**config.mk**
```make
export PLATFORM = sky130hd
export DESIGN_NAME = sphy_top
export DESIGN_NICKNAME = d
export VERILOG_FILES = /design/src/rtl/sphy_pkg.sv /design/src/rtl/sphy_lane_rx.sv /design/src/rtl/sphy_top.sv
export SDC_FILE = /design/constraint.sdc
export NUM_CORES = 1
export LEC_CHECK = 0
export CORE_ASPECT_RATIO = 1.4
export CORE_MARGIN = 5
export CORE_UTILIZATION = 31
export DETAILED_ROUTE_END_ITERATION = 8
export DONT_BUFFER_PORTS = 1
export GPL_ROUTABILITY_DRIVEN = 1
export PLACE_DENSITY_LB_ADDON = 0.08
export RECOVER_POWER = 25
export SYNTH_ARGS = -nofsm -noshare
export SYNTH_HDL_FRONTEND = slang
export SYNTH_HIERARCHICAL = 1
export SYNTH_SLANG_ARGS = --single-unit
```
**constraint.sdc**
```tcl
create_clock -name hclk -period 2.55 [get_ports hclk]
set_input_delay 0.255 -clock hclk [delete_from_list [all_inputs] [get_ports hclk]]
set_output_delay 0.255 -clock hclk [all_outputs]
set_load 0.01 [all_outputs]
```
**src/rtl/sphy_pkg.sv**
```systemverilog
// constants for the serial phy lane and status port block
package sphy_pkg;
    localparam int LANE_COUNT = 4;
    localparam int BYTES_PER_LANE = 4;
    localparam int TXW = 32 * LANE_COUNT;
    localparam int KW = BYTES_PER_LANE * LANE_COUNT;
    localparam int HADDR_W = 12;
    // register byte offsets
    localparam logic [11:0] OFS_CTRL = 12'h000;
    localparam logic [11:0] OFS_STATUS = 12'h004;
    localparam logic [11:0] OFS_TIMEOUT = 12'h008;
    localparam logic [11:0] OFS_GENCTL = 12'h00C;
    localparam logic [11:0] OFS_ERRSTAT = 12'h010;
    localparam logic [11:0] OFS_RXERR = 12'h014;
    // control register fields
    localparam int CTRL_INHIBIT_LSB = 0;
    localparam int CTRL_BOND_EN = 4;
    localparam int CTRL_SIM_TRAIN = 5;
    localparam int CTRL_IDLE2 = 6;
    localparam int CTRL_MAINT_ONLY = 7;
    localparam logic [31:0] CTRL_RESET = 32'h0000_0010;
    // general control fields
    localparam int GEN_HOST = 31;
    // port error and status fields
    localparam int ES_UNINIT = 0;
    localparam int ES_PORT_ERR = 2;
    localparam logic [23:0] TIMEOUT_RESET = 24'hFFFFFF;
    // symbol counts for link initialization and for received link reset detection
    localparam logic [4:0] TX_STATUS_NEED = 5'd15;
    localparam logic [3:0] RX_STATUS_NEED = 4'd8;
    localparam logic [2:0] LINK_RESET_NEED = 3'd4;
    // initialization silence time
    localparam int SILENCE_US = 12;
    localparam int SILENCE_SIM_NS = 200;
    localparam int CLK_NS = 10;
    localparam int SILENCE_CYC = SILENCE_US * 1000 / CLK_NS;
    localparam int SILENCE_SIM_CYC = SILENCE_SIM_NS / CLK_NS;
    // control characters
    localparam logic [7:0] K_COMMA = 8'hBC;
    localparam logic [7:0] K_SC = 8'h1C;
    localparam logic [7:0] K_IDLE = 8'hFD;
    localparam logic [7:0] ST_STATUS = 8'h04;
    localparam logic [7:0] ST_LINK_RESET = 8'h03;
    localparam logic [7:0] ST_MCE = 8'h0C;
    typedef enum logic [4:0] {
        INIT_RESET = 5'b00001,
        INIT_WAIT_DONE = 5'b00010,
        INIT_SILENT = 5'b00100,
        INIT_TRAIN = 5'b01000,
        INIT_OK = 5'b10000
    } sphy_init_t;
endpackage

```
**src/rtl/sphy_lane_rx.sv**
```systemverilog
// receive symbol decoder for one lane word
`timescale 1ns/1ps
`default_nettype none
module sphy_lane_rx
    import sphy_pkg::*;
(
    input wire logic [31:0] rx_word,
    input wire logic [3:0] rx_isk,
    input wire logic [3:0] rx_disperr,
    input wire logic [3:0] rx_notintable,
    output logic sym_valid,
    output logic sym_err,
    output logic [7:0] sym_type
);
    // symbol: K_SC in byte 0, type in byte 1
    always_comb begin
        sym_valid = rx_isk[0] && rx_word[7:0] == K_SC;
        sym_err = |(rx_disperr | rx_notintable);
        sym_type = rx_word[15:8];
    end
endmodule
`default_nettype wire

```
**src/rtl/sphy_top.sv**
```systemverilog
// serial phy lane, status ports and register slave
//
// The register addresses and the AHB-Lite register port were left to the implementer.
`timescale 1ns/1ps
`default_nettype none
module sphy_top
    import sphy_pkg::*;
(
    input wire logic hclk,
    input wire logic hresetn,
    input wire logic hsel,
    input wire logic [sphy_pkg::HADDR_W-1:0] haddr,
    input wire logic [1:0] htrans,
    input wire logic hwrite,
    input wire logic [2:0] hsize,
    input wire logic [31:0] hwdata,
    input wire logic hready,
    output logic hreadyout,
    output logic hresp,
    output logic [31:0] hrdata,
    input wire logic serial_side_clock,
    output logic [sphy_pkg::TXW-1:0] tx_data,
    output logic [sphy_pkg::KW-1:0] tx_isk,
    output logic [sphy_pkg::LANE_COUNT-1:0] tx_inhibit,
    input wire logic [sphy_pkg::TXW-1:0] rx_data,
    input wire logic [sphy_pkg::KW-1:0] rx_isk,
    input wire logic [sphy_pkg::KW-1:0] rx_iscomma,
    input wire logic [sphy_pkg::KW-1:0] rx_disperr,
    input wire logic [sphy_pkg::KW-1:0] rx_notintable,
    input wire logic [sphy_pkg::LANE_COUNT-1:0] rx_bondseq,
    input wire logic [sphy_pkg::LANE_COUNT-1:0] rx_aligned,
    output logic bond_enable,
    input wire logic xcvr_reset_req,
    output logic xcvr_reset,
    input wire logic [sphy_pkg::LANE_COUNT-1:0] xcvr_reset_done,
    input wire logic sim_train_en,
    input wire logic mce_req,
    input wire logic link_reset_req,
    input wire logic force_reinit,
    output logic link_initialized,
    output logic rcvd_mce,
    output logic rcvd_link_reset,
    output logic port_error,
    output logic port_initialized,
    output logic single_lane_trained,
    output logic redundancy_lane,
    output logic idle_selected,
    output logic [23:0] port_timeout,
    output logic host_bit,
    output logic maint_only
);
    logic [31:0] ctrl_q;
    logic [23:0] timeout_q;
    logic host_q;
    logic [2:0] errstat_q;
    logic [15:0] rxerr_q;
    logic wr_pend_q;
    logic [11:0] wr_addr_q;
    logic [11:0] rd_addr_q;
    logic rd_pend_q;
    sphy_init_t state_q;
    logic [31:0] tmr_q;
    logic [4:0] tx_stat_q;
    logic [3:0] rx_stat_q;
    logic [2:0] lr_cnt_q;
    logic mce_pend_q;
    logic mce_rx_q;
    logic [2:0] clk_sync_q;
    logic [KW-1:0] isk_s1_q, isk_s2_q, disp_s1_q, disp_s2_q, nit_s1_q, nit_s2_q;
    logic [TXW-1:0] data_s1_q, data_s2_q;
    logic [LANE_COUNT-1:0] bseq_s1_q, bseq_s2_q, algn_s1_q, algn_s2_q;
    logic [LANE_COUNT-1:0] done_s1_q, done_s2_q;
    logic req_s1_q, req_s2_q;
    logic pcs_tick;
    logic sym_valid, sym_err;
    logic [7:0] sym_type;
    logic all_aligned;

    function automatic logic [31:0] lane_sym(input logic [7:0] stype);
        lane_sym = {8'h00, 8'h00, stype, K_SC};
    endfunction

    // ---------------- bus slave ----------------
    wire take = hsel && hready && htrans[1];
    assign hreadyout = 1'b1;
    assign hresp = 1'b0;

    always_ff @(posedge hclk or negedge hresetn) begin
        if (!hresetn) begin
            wr_pend_q <= 1'b0;
            rd_pend_q <= 1'b0;
            wr_addr_q <= 12'h000;
            rd_addr_q <= 12'h000;
        end else begin
            wr_pend_q <= take && hwrite;
            rd_pend_q <= take && !hwrite;
            if (take) begin
                wr_addr_q <= haddr;
                rd_addr_q <= haddr;
            end
        end
    end

    always_ff @(posedge hclk or negedge hresetn) begin
        if (!hresetn) begin
            ctrl_q <= CTRL_RESET;
            timeout_q <= TIMEOUT_RESET;
            host_q <= 1'b0;
        end else if (wr_pend_q) begin
            case (wr_addr_q)
                OFS_CTRL: ctrl_q <= hwdata;
                OFS_TIMEOUT: timeout_q <= hwdata[23:0];
                OFS_GENCTL: host_q <= hwdata[GEN_HOST];
                default: ;
            endcase
        end
    end

    always_comb begin
        case (rd_addr_q)
            OFS_CTRL: hrdata = ctrl_q;
            OFS_STATUS: hrdata = {12'h000, bseq_s2_q, algn_s2_q, state_q, single_lane_trained, redundancy_lane,
                link_initialized, rcvd_link_reset, xcvr_reset, rcvd_mce, port_error};
            OFS_TIMEOUT: hrdata = {8'h00, timeout_q};
            OFS_GENCTL: hrdata = {host_q, 31'h0};
            OFS_ERRSTAT: hrdata = {29'h0, errstat_q};
            OFS_RXERR: hrdata = {16'h0, rxerr_q};
            default: hrdata = 32'h0000_0000;
        endcase
    end

    // ---------------- synchronisers ----------------
    always_ff @(posedge hclk or negedge hresetn) begin
        if (!hresetn) begin
            clk_sync_q <= 3'b000;
            isk_s1_q <= '0;
            isk_s2_q <= '0;
            disp_s1_q <= '0;
            disp_s2_q <= '0;
            nit_s1_q <= '0;
            nit_s2_q <= '0;
            data_s1_q <= '0;
            data_s2_q <= '0;
            bseq_s1_q <= '0;
            bseq_s2_q <= '0;
            algn_s1_q <= '0;
            algn_s2_q <= '0;
            done_s1_q <= '0;
            done_s2_q <= '0;
            req_s1_q <= 1'b0;
            req_s2_q <= 1'b0;
        end else begin
            clk_sync_q <= {clk_sync_q[1:0], serial_side_clock};
            isk_s1_q <= rx_isk;
            isk_s2_q <= isk_s1_q;
            disp_s1_q <= rx_disperr;
            disp_s2_q <= disp_s1_q;
            nit_s1_q <= rx_notintable;
            nit_s2_q <= nit_s1_q;
            data_s1_q <= rx_data;
            data_s2_q <= data_s1_q;
            bseq_s1_q <= rx_bondseq;
            bseq_s2_q <= bseq_s1_q;
            algn_s1_q <= rx_aligned;
            algn_s2_q <= algn_s1_q;
            done_s1_q <= xcvr_reset_done;
            done_s2_q <= done_s1_q;
            req_s1_q <= xcvr_reset_req;
            req_s2_q <= req_s1_q;
        end
    end
    // rising edge of the sampled serial-side clock marks one word slot
    assign pcs_tick = clk_sync_q[1] && !clk_sync_q[2];
    assign all_aligned = &algn_s2_q;

    // lane 0 carries the symbol stream; other lanes copy it
    sphy_lane_rx u_rx0 (
        .rx_word(data_s2_q[31:0]),
        .rx_isk(isk_s2_q[3:0]),
        .rx_disperr(disp_s2_q[3:0]),
        .rx_notintable(nit_s2_q[3:0]),
        .sym_valid(sym_valid),
        .sym_err(sym_err),
        .sym_type(sym_type)
    );

    // ---------------- initialization ----------------
    wire [31:0] silence_len = sim_train_en ? 32'(SILENCE_SIM_CYC) : 32'(SILENCE_CYC);
    wire clean_status = pcs_tick && sym_valid && !sym_err && sym_type == ST_STATUS;

    always_ff @(posedge hclk or negedge hresetn) begin
        if (!hresetn) begin
            state_q <= INIT_RESET;
            tmr_q <= 32'h0;
            tx_stat_q <= 5'd0;
            rx_stat_q <= 4'd0;
        end else begin
            case (state_q)
                INIT_RESET: state_q <= INIT_WAIT_DONE;
                INIT_WAIT_DONE: begin
                    if (&done_s2_q) begin
                        state_q <= INIT_SILENT;
                        tmr_q <= 32'h0;
                    end
                end
                INIT_SILENT: begin
                    tmr_q <= tmr_q + 32'h1;
                    if (tmr_q >= silence_len) begin
                        state_q <= INIT_TRAIN;
                        tx_stat_q <= 5'd0;
                        rx_stat_q <= 4'd0;
                    end
                end
                INIT_TRAIN: begin
                    if (pcs_tick && tx_stat_q != TX_STATUS_NEED) begin
                        tx_stat_q <= tx_stat_q + 5'd1;
                    end
                    if (pcs_tick && sym_valid && sym_err) begin
                        rx_stat_q <= 4'd0;
                    end else if (clean_status && rx_stat_q != RX_STATUS_NEED) begin
                        rx_stat_q <= rx_stat_q + 4'd1;
                    end
                    if (tx_stat_q == TX_STATUS_NEED && rx_stat_q == RX_STATUS_NEED) begin
                        state_q <= INIT_OK;
                    end
                end
                INIT_OK: ;
                default: state_q <= INIT_RESET;
            endcase
            // reset request restarts via transceiver reset
            if (req_s2_q) begin
                state_q <= INIT_RESET;
            end else if (force_reinit && state_q != INIT_RESET && state_q != INIT_WAIT_DONE) begin
                state_q <= INIT_SILENT;
                tmr_q <= 32'h0;
            end
        end
    end

    assign xcvr_reset = state_q == INIT_RESET || state_q == INIT_WAIT_DONE;
    assign link_initialized = state_q == INIT_OK;

    // ---------------- transmit ----------------
    // one pending multicast, sent on next slot without a link reset request
    always_ff @(posedge hclk or negedge hresetn) begin
        if (!hresetn) begin
            mce_pend_q <= 1'b0;
        end else if (mce_req) begin
            mce_pend_q <= 1'b1;
        end else if (pcs_tick && !link_reset_req) begin
            mce_pend_q <= 1'b0;
        end
    end

    // data and K flags per lane
    always_ff @(posedge hclk or negedge hresetn) begin
        if (!hresetn) begin
            tx_data <= '0;
            tx_isk <= '0;
        end else if (pcs_tick) begin
            for (int l = 0; l < LANE_COUNT; l++) begin
                if (link_reset_req) begin
                    tx_data[32*l +: 32] <= lane_sym(ST_LINK_RESET);
                    tx_isk[4*l +: 4] <= 4'b0001;
                end else if (mce_pend_q) begin
                    tx_data[32*l +: 32] <= lane_sym(ST_MCE);
                    tx_isk[4*l +: 4] <= 4'b0001;
                end else if (state_q == INIT_TRAIN) begin
                    tx_data[32*l +: 32] <= lane_sym(ST_STATUS);
                    tx_isk[4*l +: 4] <= 4'b0001;
                end else begin
                    tx_data[32*l +: 32] <= {K_IDLE, K_IDLE, K_IDLE, K_COMMA};
                    tx_isk[4*l +: 4] <= 4'b1111;
                end
            end
        end
    end

    // inhibit per lane, forced during silence
    always_comb begin
        tx_inhibit = ctrl_q[CTRL_INHIBIT_LSB +: LANE_COUNT];
        if (state_q == INIT_SILENT) begin
            tx_inhibit = '1;
        end
    end
    assign bond_enable = ctrl_q[CTRL_BOND_EN];

    // ---------------- receive ----------------
    // count link resets, skip status and idles
    always_ff @(posedge hclk or negedge hresetn) begin
        if (!hresetn) begin
            lr_cnt_q <= 3'd0;
        end else if (pcs_tick) begin
            if (sym_err) begin
                lr_cnt_q <= 3'd0;
            end else if (sym_valid && sym_type == ST_LINK_RESET) begin
                if (lr_cnt_q != LINK_RESET_NEED) begin
                    lr_cnt_q <= lr_cnt_q + 3'd1;
                end
            end else if (sym_valid && sym_type != ST_STATUS) begin
                lr_cnt_q <= 3'd0;
            end
        end
    end
    assign rcvd_link_reset = lr_cnt_q == LINK_RESET_NEED;

    always_ff @(posedge hclk or negedge hresetn) begin
        if (!hresetn) begin
            mce_rx_q <= 1'b0;
        end else begin
            mce_rx_q <= pcs_tick && sym_valid && !sym_err && sym_type == ST_MCE;
        end
    end
    assign rcvd_mce = mce_rx_q;

    // sticky per-byte errors, event wins over clear
    always_ff @(posedge hclk or negedge hresetn) begin
        if (!hresetn) begin
            rxerr_q <= 16'h0;
            errstat_q <= 3'b001;
        end else begin
            if (wr_pend_q && wr_addr_q == OFS_RXERR) begin
                rxerr_q <= (rxerr_q & ~hwdata[15:0]) | (disp_s2_q | nit_s2_q);
            end else begin
                rxerr_q <= rxerr_q | disp_s2_q | nit_s2_q;
            end
            // error on lost alignment after init
            errstat_q[ES_UNINIT] <= !link_initialized;
            if (link_initialized && !all_aligned) begin
                errstat_q[ES_PORT_ERR] <= 1'b1;
            end else if (wr_pend_q && wr_addr_q == OFS_ERRSTAT && hwdata[ES_PORT_ERR]) begin
                errstat_q[ES_PORT_ERR] <= 1'b0;
            end
            errstat_q[1] <= 1'b0;
        end
    end
    assign port_error = errstat_q[ES_PORT_ERR];
    assign port_initialized = !errstat_q[ES_UNINIT];
    assign single_lane_trained = link_initialized && !all_aligned && algn_s2_q[0];
    assign redundancy_lane = link_initialized && !all_aligned && !algn_s2_q[0] && algn_s2_q[2];
    assign idle_selected = state_q == INIT_TRAIN || link_initialized;
    assign port_timeout = timeout_q;
    assign host_bit = host_q;
    assign maint_only = ctrl_q[CTRL_MAINT_ONLY];

    property p_init_counts;
        @(posedge hclk) disable iff (!hresetn)
        $rose(link_initialized) |-> $past(tx_stat_q) == 5'd15 && $past(rx_stat_q) == 4'd8;
    endproperty
    a_init_counts: assert property (p_init_counts) else $error("init without counts");

    property p_lr_hold;
        @(posedge hclk) disable iff (!hresetn)
        link_reset_req && pcs_tick ##1 1'b1 |-> tx_data[15:8] == ST_LINK_RESET;
    endproperty
    a_lr_hold: assert property (p_lr_hold) else $error("link reset not sent");

    property p_xrst;
        @(posedge hclk) disable iff (!hresetn)
        xcvr_reset && !(&done_s2_q) |=> xcvr_reset;
    endproperty
    a_xrst: assert property (p_xrst) else $error("reset released early");

    property p_req;
        @(posedge hclk) disable iff (!hresetn)
        req_s2_q |=> xcvr_reset;
    endproperty
    a_req: assert property (p_req) else $error("reset request ignored");

    property p_rlr;
        @(posedge hclk) disable iff (!hresetn)
        pcs_tick && sym_err |=> !rcvd_link_reset;
    endproperty
    a_rlr: assert property (p_rlr) else $error("link reset kept after error");

    property p_mce;
        @(posedge hclk) disable iff (!hresetn)
        mce_req && !link_reset_req |-> ##[1:20] (tx_data[15:8] == ST_MCE);
    endproperty
    a_mce: assert property (p_mce) else $error("mce not sent");

    property p_tmo;
        @(posedge hclk) disable iff (!hresetn)
        $changed(port_timeout) |-> $past(wr_pend_q);
    endproperty
    a_tmo: assert property (p_tmo) else $error("timeout changed alone");

    property p_perr;
        @(posedge hclk) disable iff (!hresetn)
        link_initialized && !all_aligned |=> port_error;
    endproperty
    a_perr: assert property (p_perr) else $error("port error not raised");
endmodule
`default_nettype wire

```
# After elaboration in Yosys (flattened, before gate mapping)
# Index checks and enable logic that the tools add are counted.
# classes
addsub	4
n_mul	0
div	0
magnitude_cmp	1
eq_ne	31
shifts	0
n_mux	35
n_bitwise	7
n_reduce_logical	49
# op_table
cell	count
$mux W32	6
$pmux W32 S6	1
$or A16 B16 Y16	4
$pmux W32 S2	1
$mux W5	7
$add A32 B1 Y32 const B	1
$ge A32 B11 Y1	1
$mux W4	7
$logic_and A1 B1 Y1	25
$pmux W5 S5	1
$eq A12 B4 Y1 const B	2
$eq A12 B5 Y1 const B	2
$and A16 B16 Y16	1
$mux W16	1
$ne A4 B4 Y1 const B	4
$not A16 Y16	1
$eq A12 B3 Y1 const B	1
$logic_not A12 Y1	1
$mux W3	4
$reduce_and A4 Y1	3
$mux W11	1
$eq A5 B4 Y1 const B	2
$pmux W5 S2	1
$reduce_and A3 Y1	3
30 further kinds	46
# word_totals
ff_bits	410
latch_bits	0
ram_bits	0
rom_bits	0
inputBits	264
output_inout_bits	218
word_cells	161
mem_count	0

# Logic depth before layout (Yosys ltp)
# Gate-level depths: netlist (run 1).
# depth
word_depth	9
ltp_mapped	10
depth_no_buf	8

# Hierarchy
# Netlist (run 1), hierarchy kept.
# modules_own_cells
module	n_inst	cells_each	area_each_um2	seq_area_each_um2
sphy_top	1	1034	12658.4	7791.2
sphy_lane_rx	1	14	100.1	0.0

# Worst setup path before layout (run 1)
# OpenSTA, ideal clock, no wires.
# synth_timing
path_kind	register to register
start	register nit_s2_q[0]
end	register rx_stat_q[3]
setup_time_ps	95
t_arrival_ps	2417
required_ps	2455
slack_ps	38
path_stages_with_launch	9
n_path_buf	0
period_less_slack_ps	2512
cell_sequence	dfrtp_1 > nor4_1 > nand2_1 > or4b_2 > nor4_1 > o31ai_1 > o21bai_4 > or2_2 > o31ai_1
# synth_between
elab_chain_len	8
elab_cells_between_ends	11
classes_between	eq/ne (1); mux (2); bitwise (1); reduce/logical (7)
# synth_lines
element	line_no	text
start, declared	sphy_top.sv:69	logic [KW-1:0] isk_s1_q, isk_s2_q, disp_s1_q, disp_s2_q, nit_s1_q, nit_s2_q;
start signal, assigned	sphy_top.sv:159	nit_s2_q <= nit_s1_q;
$or A4 B4 Y4 *	sphy_lane_rx.sv:18	sym_err = |(rx_disperr | rx_notintable);
$reduce_or A4 Y1 *	sphy_lane_rx.sv:18	
net sym_err	sphy_top.sv:75	logic sym_valid, sym_err;
$logic_not A1 Y1	sphy_top.sv:189	wire clean_status = pcs_tick && sym_valid && !sym_err && sym_type == ST_STATUS;
$logic_and A1 B1 Y1 (2 in series)	sphy_top.sv:189	
$logic_and A1 B1 Y1	sphy_top.sv:220	end else if (clean_status && rx_stat_q != RX_STATUS_NEED) begin
$ne A3 B3 Y1 (no source line)	-	
$reduce_and A3 Y1 (no source line)	-	
end signal, assigned	sphy_top.sv:221	rx_stat_q <= rx_stat_q + 4'd1;
end, declared	sphy_top.sv:64	logic [3:0] rx_stat_q;
# The timed path passes the listed nets; every way through them passes the cells marked *.
# A chain may end at the register's enable or synchronous reset.

# Final worst setup path (run 1)
# layout_timing
start	register rd_addr_q[1]
end	output port hrdata[6]
# layout_between
elab_chain_len	2
elab_cells_between_ends	7
classes_between	eq/ne (5); mux (1); reduce/logical (1)
# layout_lines
element	line_no	text
start, declared	sphy_top.sv:59	logic [11:0] rd_addr_q;
start signal, assigned	sphy_top.sv:99	rd_addr_q <= haddr;
$eq A12 B5 Y1 (tied with other cells)	sphy_top.sv:120	case (rd_addr_q)
$pmux W32 S6 *	sphy_top.sv:120	
end, declared	sphy_top.sv:20	output logic [31:0] hrdata,
# Every way passes the cells marked *; elsewhere a longest branch is shown, timed or not.

==> run metrics, run 1 <==
IO Port Bufs 0; Pwr Density 719.6 nW/µm²; Avg WL per Cell about 20 µm; Post-CTS Hold Fix Bufs between 100 and 150; Tot GR Track Use 0.1431; max-capacitance violation count 0; CP Data Required Time about 2300 ps; Die Ht roughly 240 µm; worst-skew pair later-pin latency 560 ps; die area 42150 µm²; post-route insts no fill 1531; count of warnings emitted by yosys 6; initial core utilization 0.3138; Most Crowded Layer GR met2; CTS tree done; fmax 365.0 MHz; grt met2 use 0.2690; cts bufs inserted 30; Placed Area 11580 µm²; RD Place Congestion 0.7384; Avg Vias per Cell ~5; # setup viols final 24; RSZ-0062 raised after global routing true; 1st-pass router iterations 5; Chip Width approximately 170 µm; first-pass GRT wire length 47870 µm; Arr. time, crit path 2480 ps; grt total ovfl 0; actual slew at the worst max-slew pin between 1000 and 1500 ps; maximum VDD drop 0.5641 mV; post-layout worst setup margin -190.0 ps; Leakage 5.983 nW; GRT met1 Usage 0.1631; Setup Skew 8.812 ps; Critical Path Sink Type output port; critical path type reg -> out; clock tree buffer depth 3; CP Launch Type flip-flop; initial antenna violation count 2; synthesized instance count 1010; Tcrit/Tclk final 1.074; worst rel slew slack 0.2482; failing checks hold timing, setup timing; Min Clock Period, post-route 2740 ps; Avg Cell Area, Syn 11.69 µm²; status finished with violations; P&R area growth vs syn 18.81%; Finished Cell Area 14030 µm²; Residual DRC 0; pin count of the biggest net entering global routing 273; clock root buffer clkbuf_16; via count 7438; synthesized cell area 11810 µm²; DPL Wire Length approximately 21000 µm; DR iter-0 viols 331; met3 global-route usage 0.03823; Fin. Hold Viols 255; Placed Cells 1359; Hold Path Class in -> async; WHS -606.0 ps; CTS sink count 272; fill count 3676; layout cells sized above 1 0.2377; Crit Path Max Fanout 14; Worst-path clk slew 60 ps; Routed Antenna Nets 0; Clock H-tree levels 1; core box area 37630 µm²; Total Wirelength 30790 µm; nets 1308; final max-slew violation count 0; number of global-route vias before repair between 8000 and 9000; num rows 84; I/O pin cnt 482
placed cells by master, fill, tap and decap left out, types with 27 or more instances in the layout:
cell and count:
nand2_1 69, dfrtp_1 243, dlygate4sd3_1 111, o21ai_0 39, a21oi_1 30, clkbuf_16 32
nor2_1 40, dfstp_2 27, buf_4 43, mux2_2 64
stage by stage:
step | worst slack (ps) | util | total power [mW] | TNS [ps] | hold slack [ps]
after global routing | -310.6 | 0.3728 | 10.57 | -6654 | -637.3
after floorplan | 37.54 | - | 5.379 | 0 | -40.59
final | -190.0 | 0.3728 | 10.09 | -3656 | -606.0
after CTS | -223.3 | 0.3685 | 10.27 | -4635 | -633.8
after detailed placement | -525.2 | 0.3078 | 5.399 | -1738 | -25.72
after global placement | -501.5 | 0.3078 | 5.390 | -1765 | -31.12
layer usage:
layer / routed length, µm / vias to the layer above
met4: 535 / 0
met2: 16420 / 217
met1: 11800 / 3714
li1: - / 3445
met5: 0 / -
met3: 2040 / 62
worst max-delay path, stage by stage, from the launching register on:
cell and delay [ps]:
dfrtp_1 380, or4_4 570, nor2_4 110, nor4b_4 210
and2b_4 270, buf_12 170, nand2_1 80, nand2_2 110
area by class of cell:
type	count	area (µm²)	area share
Timing Repair Buffer	163	1622	0.1156
Antenna cell	2	5.005	0.0003568
Clock buffer	39	855.8	0.06101
Clock inverter	17	214.0	0.01525
Multi-Input combinational cell	538	3794	0.2704
Tap cell	473	591.8	0.04219
Sequential cell	272	6845	0.4880
Inverter	27	101.3	0.007224
final timing paths:
check,startpoint,end,slack (ps),cells past startpoint
min in group hclk,force_reinit,tmr_q[26],30,2
min reg2reg,nit_s1_q[11],nit_s2_q[11],340,0
max in group asynchronous,hresetn,tmr_q[24],2230,0
min,hresetn,tmr_q[2],-610,0
max,rd_addr_q[1],hrdata[6],-190,7
max reg2reg,disp_s2_q[3],rx_stat_q[3],100,9
report_power, final:
| group | internal (mW) | leakage, nW | total [mW] | switching, mW |
|---|---|---|---|---|
| sequential | 4.57 | 3.20 | 4.77 | 0.195 |
| combinational | 0.346 | 2.27 | 0.717 | 0.371 |
| clock | 2.78 | 0.515 | 4.61 | 1.83 |
| total | 7.70 | 5.98 | 10.1 | 2.39 |
state kept, by name (all words and copies together) (netlist names), 4 cells and up:
signal and cells:
done_s2_q 4, rd_addr_q 12, algn_s1_q 4, disp_s2_q 16, data_s2_q 16, bseq_s1_q 4, rxerr_q 16, port_timeout 24
done_s1_q 4, algn_s2_q 4, bseq_s2_q 4, tmr_q 32, data_s1_q 16, rx_stat_q 4, nit_s1_q 16, tx_stat_q 5
state_q 5, ctrl_q 32, tx_data 4, nit_s2_q 16, disp_s1_q 16
repair_timing:
item | 4_1_cts | 5_1_grt
pin swaps | 3 | 9
gates resized for setup | 22 | 33
buffers inserted | 2 | 0
endpoints found under the setup margin | 30 | 31
hold endpoints to repair | 429 | 272
cloned | 0 | 1
No activity file was read; power rests on OpenSTA's default activity.
==> run 2: changes to the inputs <==
--- a/config.mk
+++ b/config.mk
@@ -15,5 +15,4 @@
 export RECOVER_POWER = 25
 export SYNTH_ARGS = -nofsm -noshare
 export SYNTH_HDL_FRONTEND = slang
-export SYNTH_HIERARCHICAL = 1
 export SYNTH_SLANG_ARGS = --single-unit
==> run metrics, run 2 <==
initial antenna violation count 1 (-1); Place WS 124.5 ps (+649.7 ps); first-pass GRT wire length 48880 µm (+2.1%); actual slew at the worst max-slew pin 1335 ps (+207.3 ps); P&R area growth vs syn 17.96%; Residual DRC 0 (unchanged); die area 42030 µm² (-0.27%); synthesized instance count 1012 (+0.20%); number of synthesized register bits 272; most common cell after layout, fill and taps aside dfrtp_1; Post-CTS Hold Fix Bufs 111 (unchanged); Switching Power 2.481 mW (+3.6%); RSZ-0062 raised after global routing true; Seq/Total Area, Yosys 0.5810; Min Clock Period, post-route 2559 ps (-180.9 ps); failing checks hold timing, setup timing; status finished with violations; grt total ovfl 0 (unchanged); Synth top area share 0.5207; Die Ht 240.6 µm (-0.14%); switch share 0.2438 (+0.006673); worst-skew pair later-pin latency 570 ps (about the same); Hold Path Class in -> async; design internal power 7.694 mW (about the same); Distinct cells, synth 69; count of warnings emitted by yosys 0 (-6); clock tree buffer depth 3 (unchanged); Setup Skew 18.16 ps (+9.351 ps); IO Port Bufs 0 (unchanged); max-capacitance violation count 0 (unchanged); # setup viols final 1 (-96%); Total Power 10.18 mW (+0.80%); pin count of the biggest net entering global routing 273 (unchanged); nets 1314 (+0.46%); CTS tree done; TNS Setup -9.055 ps (+3647 ps); RD Place Congestion 0.7132 (-3.4%); Routed Antenna Nets 0 (unchanged); count leader, synth dfrtp_1; Arr. time, crit path 2300 ps (-180 ps); most area-consuming cells after synthesis dfrtp_1 (52%), buf_4 (9.2%), mux2_2 (6.8%); maximum VDD drop 0.4784 mV (-15%); cts bufs inserted 30 (unchanged); ys async rst share 1.000; Leakage 5.977 nW (-0.11%); Synth area leader dfrtp_1; Avg Vias per Cell 4.898 (+0.83%); via count 7519 (+1.1%); Clk pwr share 0.449 (-0.008); DR iter-0 viols 462 (+40%); critical path type reg -> out; Pwr Density 732.7 nW/µm² (+1.8%); most frequent cells in the layout dfrtp_1 (242), dlygate4sd3_1 (111), nand2_1 (97); Tot GR Track Use 0.1463 (+0.003205); CP Launch Type flip-flop; Crit Path Max Fanout 7 (-7); Chip Width 174.7 µm (-0.14%); Worst-path clk slew 60 ps (about the same); layout cells sized above 1 0.2196 (-0.01809); core box area 37520 µm² (-0.28%); DPL Wire Length 21230 µm (+0.50%); 1st-pass router iterations 7 (+2); initial core utilization 0.3138 (about the same); clock root buffer clkbuf_16; final max-slew violation count 0 (unchanged); fmax 390.8 MHz (+7.1%); Avg Cell Area, Syn 11.63 µm² (-0.48%); Clock H-tree levels 1 (unchanged); Synth Flop Type dfrtp_1; top cells by count, synth dfrtp_1 (245), buf_4 (144), nand2_1 (97); num rows 84 (unchanged); Fin. Hold Viols 254 (-0.39%); CTS sink count 272 (unchanged); CP Data Required Time 2300 ps (about the same); WHS -598.8 ps (+7.203 ps); synthesized cell area 11770 µm² (-0.29%); Tcrit/Tclk final 1.004 (-0.07094); sequential power share 0.472 (about the same); post-layout worst setup margin -9.055 ps (+180.9 ps); Avg WL per Cell 20.12 µm (about the same); worst rel slew slack 0.1100 (-0.1382); combinational power share 0.080 (+0.009); Total Wirelength 30880 µm (+0.31%); I/O pin cnt 482 (unchanged); Post-synth EDFFs 0; Critical Path Sink Type output port; number of global-route vias before repair 8281 (+2.1%)
[run 2: final timing paths]
kind | startpoint | to | slack, ps | depth (start not counted)
worst max-delay path | rd_addr_q[9] | hrdata[15] | -9 | 7
worst min-delay path | hresetn | tmr_q[26] | -600 | 0
worst max register to register | data_s2_q[13] | rx_stat_q[3] | 180 | 7
worst min register to register | data_s1_q[7] | data_s2_q[7] | 340 | 0
max in group asynchronous | hresetn | tx_isk[14] | 1910 | 0
min in group hclk | force_reinit | state_q[2] | 30 | 4
[run 2: what timing repair did]
| action | 4_1_cts | 5_1_grt |
|---|---|---|
| pin swaps | 4 | 6 |
| endpoints found under the setup margin | 32 | 29 |
| buffers inserted | 3 | 1 |
| gates cloned | 1 | 1 |
| resized for setup | 18 | 10 |
| endpoints found under the hold margin | 430 | 272 |
[run 2: cell families (layout without fill, tap and decap cells)]
group,after synthesis,in the layout,share of synthesized area
xor+xnor,1,1,0.0007440
compound gates,165,165,0.09437
flops,272,272,0.5810
fa+ha+maj,12,12,0.01275
simple gates,285,285,0.1265
other cells,2,23,0.0006379
mux,76,76,0.07226
buf+inv,199,228,0.1118
[run 2: final cells by class]
| cell class | count | area [µm²] |
|---|---|---|
| diodes | 1 | 2.502 |
| fillers | 3618 | 23630 |
| multi-input cells | 561 | 3781 |
| inverters | 18 | 67.56 |
| repair buffers | 155 | 1555 |
| clock buffers | 38 | 842.1 |
| well taps | 473 | 591.8 |
| flip-flops and latches | 272 | 6847 |
| clock inverters | 17 | 201.4 |
[run 2: power by group through the flow]
| stage | Sequential, mW | Combinational, mW | Clock [mW] |
|---|---|---|---|
| global placement | 4.88 | 0.631 | 0 |
| finish | 4.80 | 0.810 | 4.56 |
| floorplan | 4.80 | 0.676 | 0 |
| CTS | 4.80 | 0.826 | 4.74 |
| detailed placement | 4.88 | 0.637 | 0 |
| global route | 4.84 | 0.915 | 4.92 |
[run 2: worst max-delay path, cell delays in order, from the launching register on]
cell and delay [ps]:
dfrtp_1 410, nor4_4 360, nand4b_4 210, nor3_4 230
buf_6 170, buf_16 120, a222oi_1 90, nand2_1 150
[run 2: through the flow]
stage	hold WS, ps	util	std cells	area [µm²]
6_report	-598.8	0.3701	1535	13890
5_1_grt	-632.5	0.3701	1535	13890
4_1_cts	-642.5	0.3683	1532	13820
3_5_place_dp	-19.47	0.3077	1362	11540
3_3_place_gp	-20.82	0.3077	1362	11540
2_1_floorplan	-40.59	-	1032	11850
[run 2: metal layers]
layer / track usage / part of all wire / up-vias
met1: 0.1643 / 0.37 / 3752
met5: 0 / 0 / -
li1: - / - / 3437
met4: 0.04050 / 0.022 / 0
met2: 0.2729 / 0.53 / 280
met3: 0.04027 / 0.078 / 50
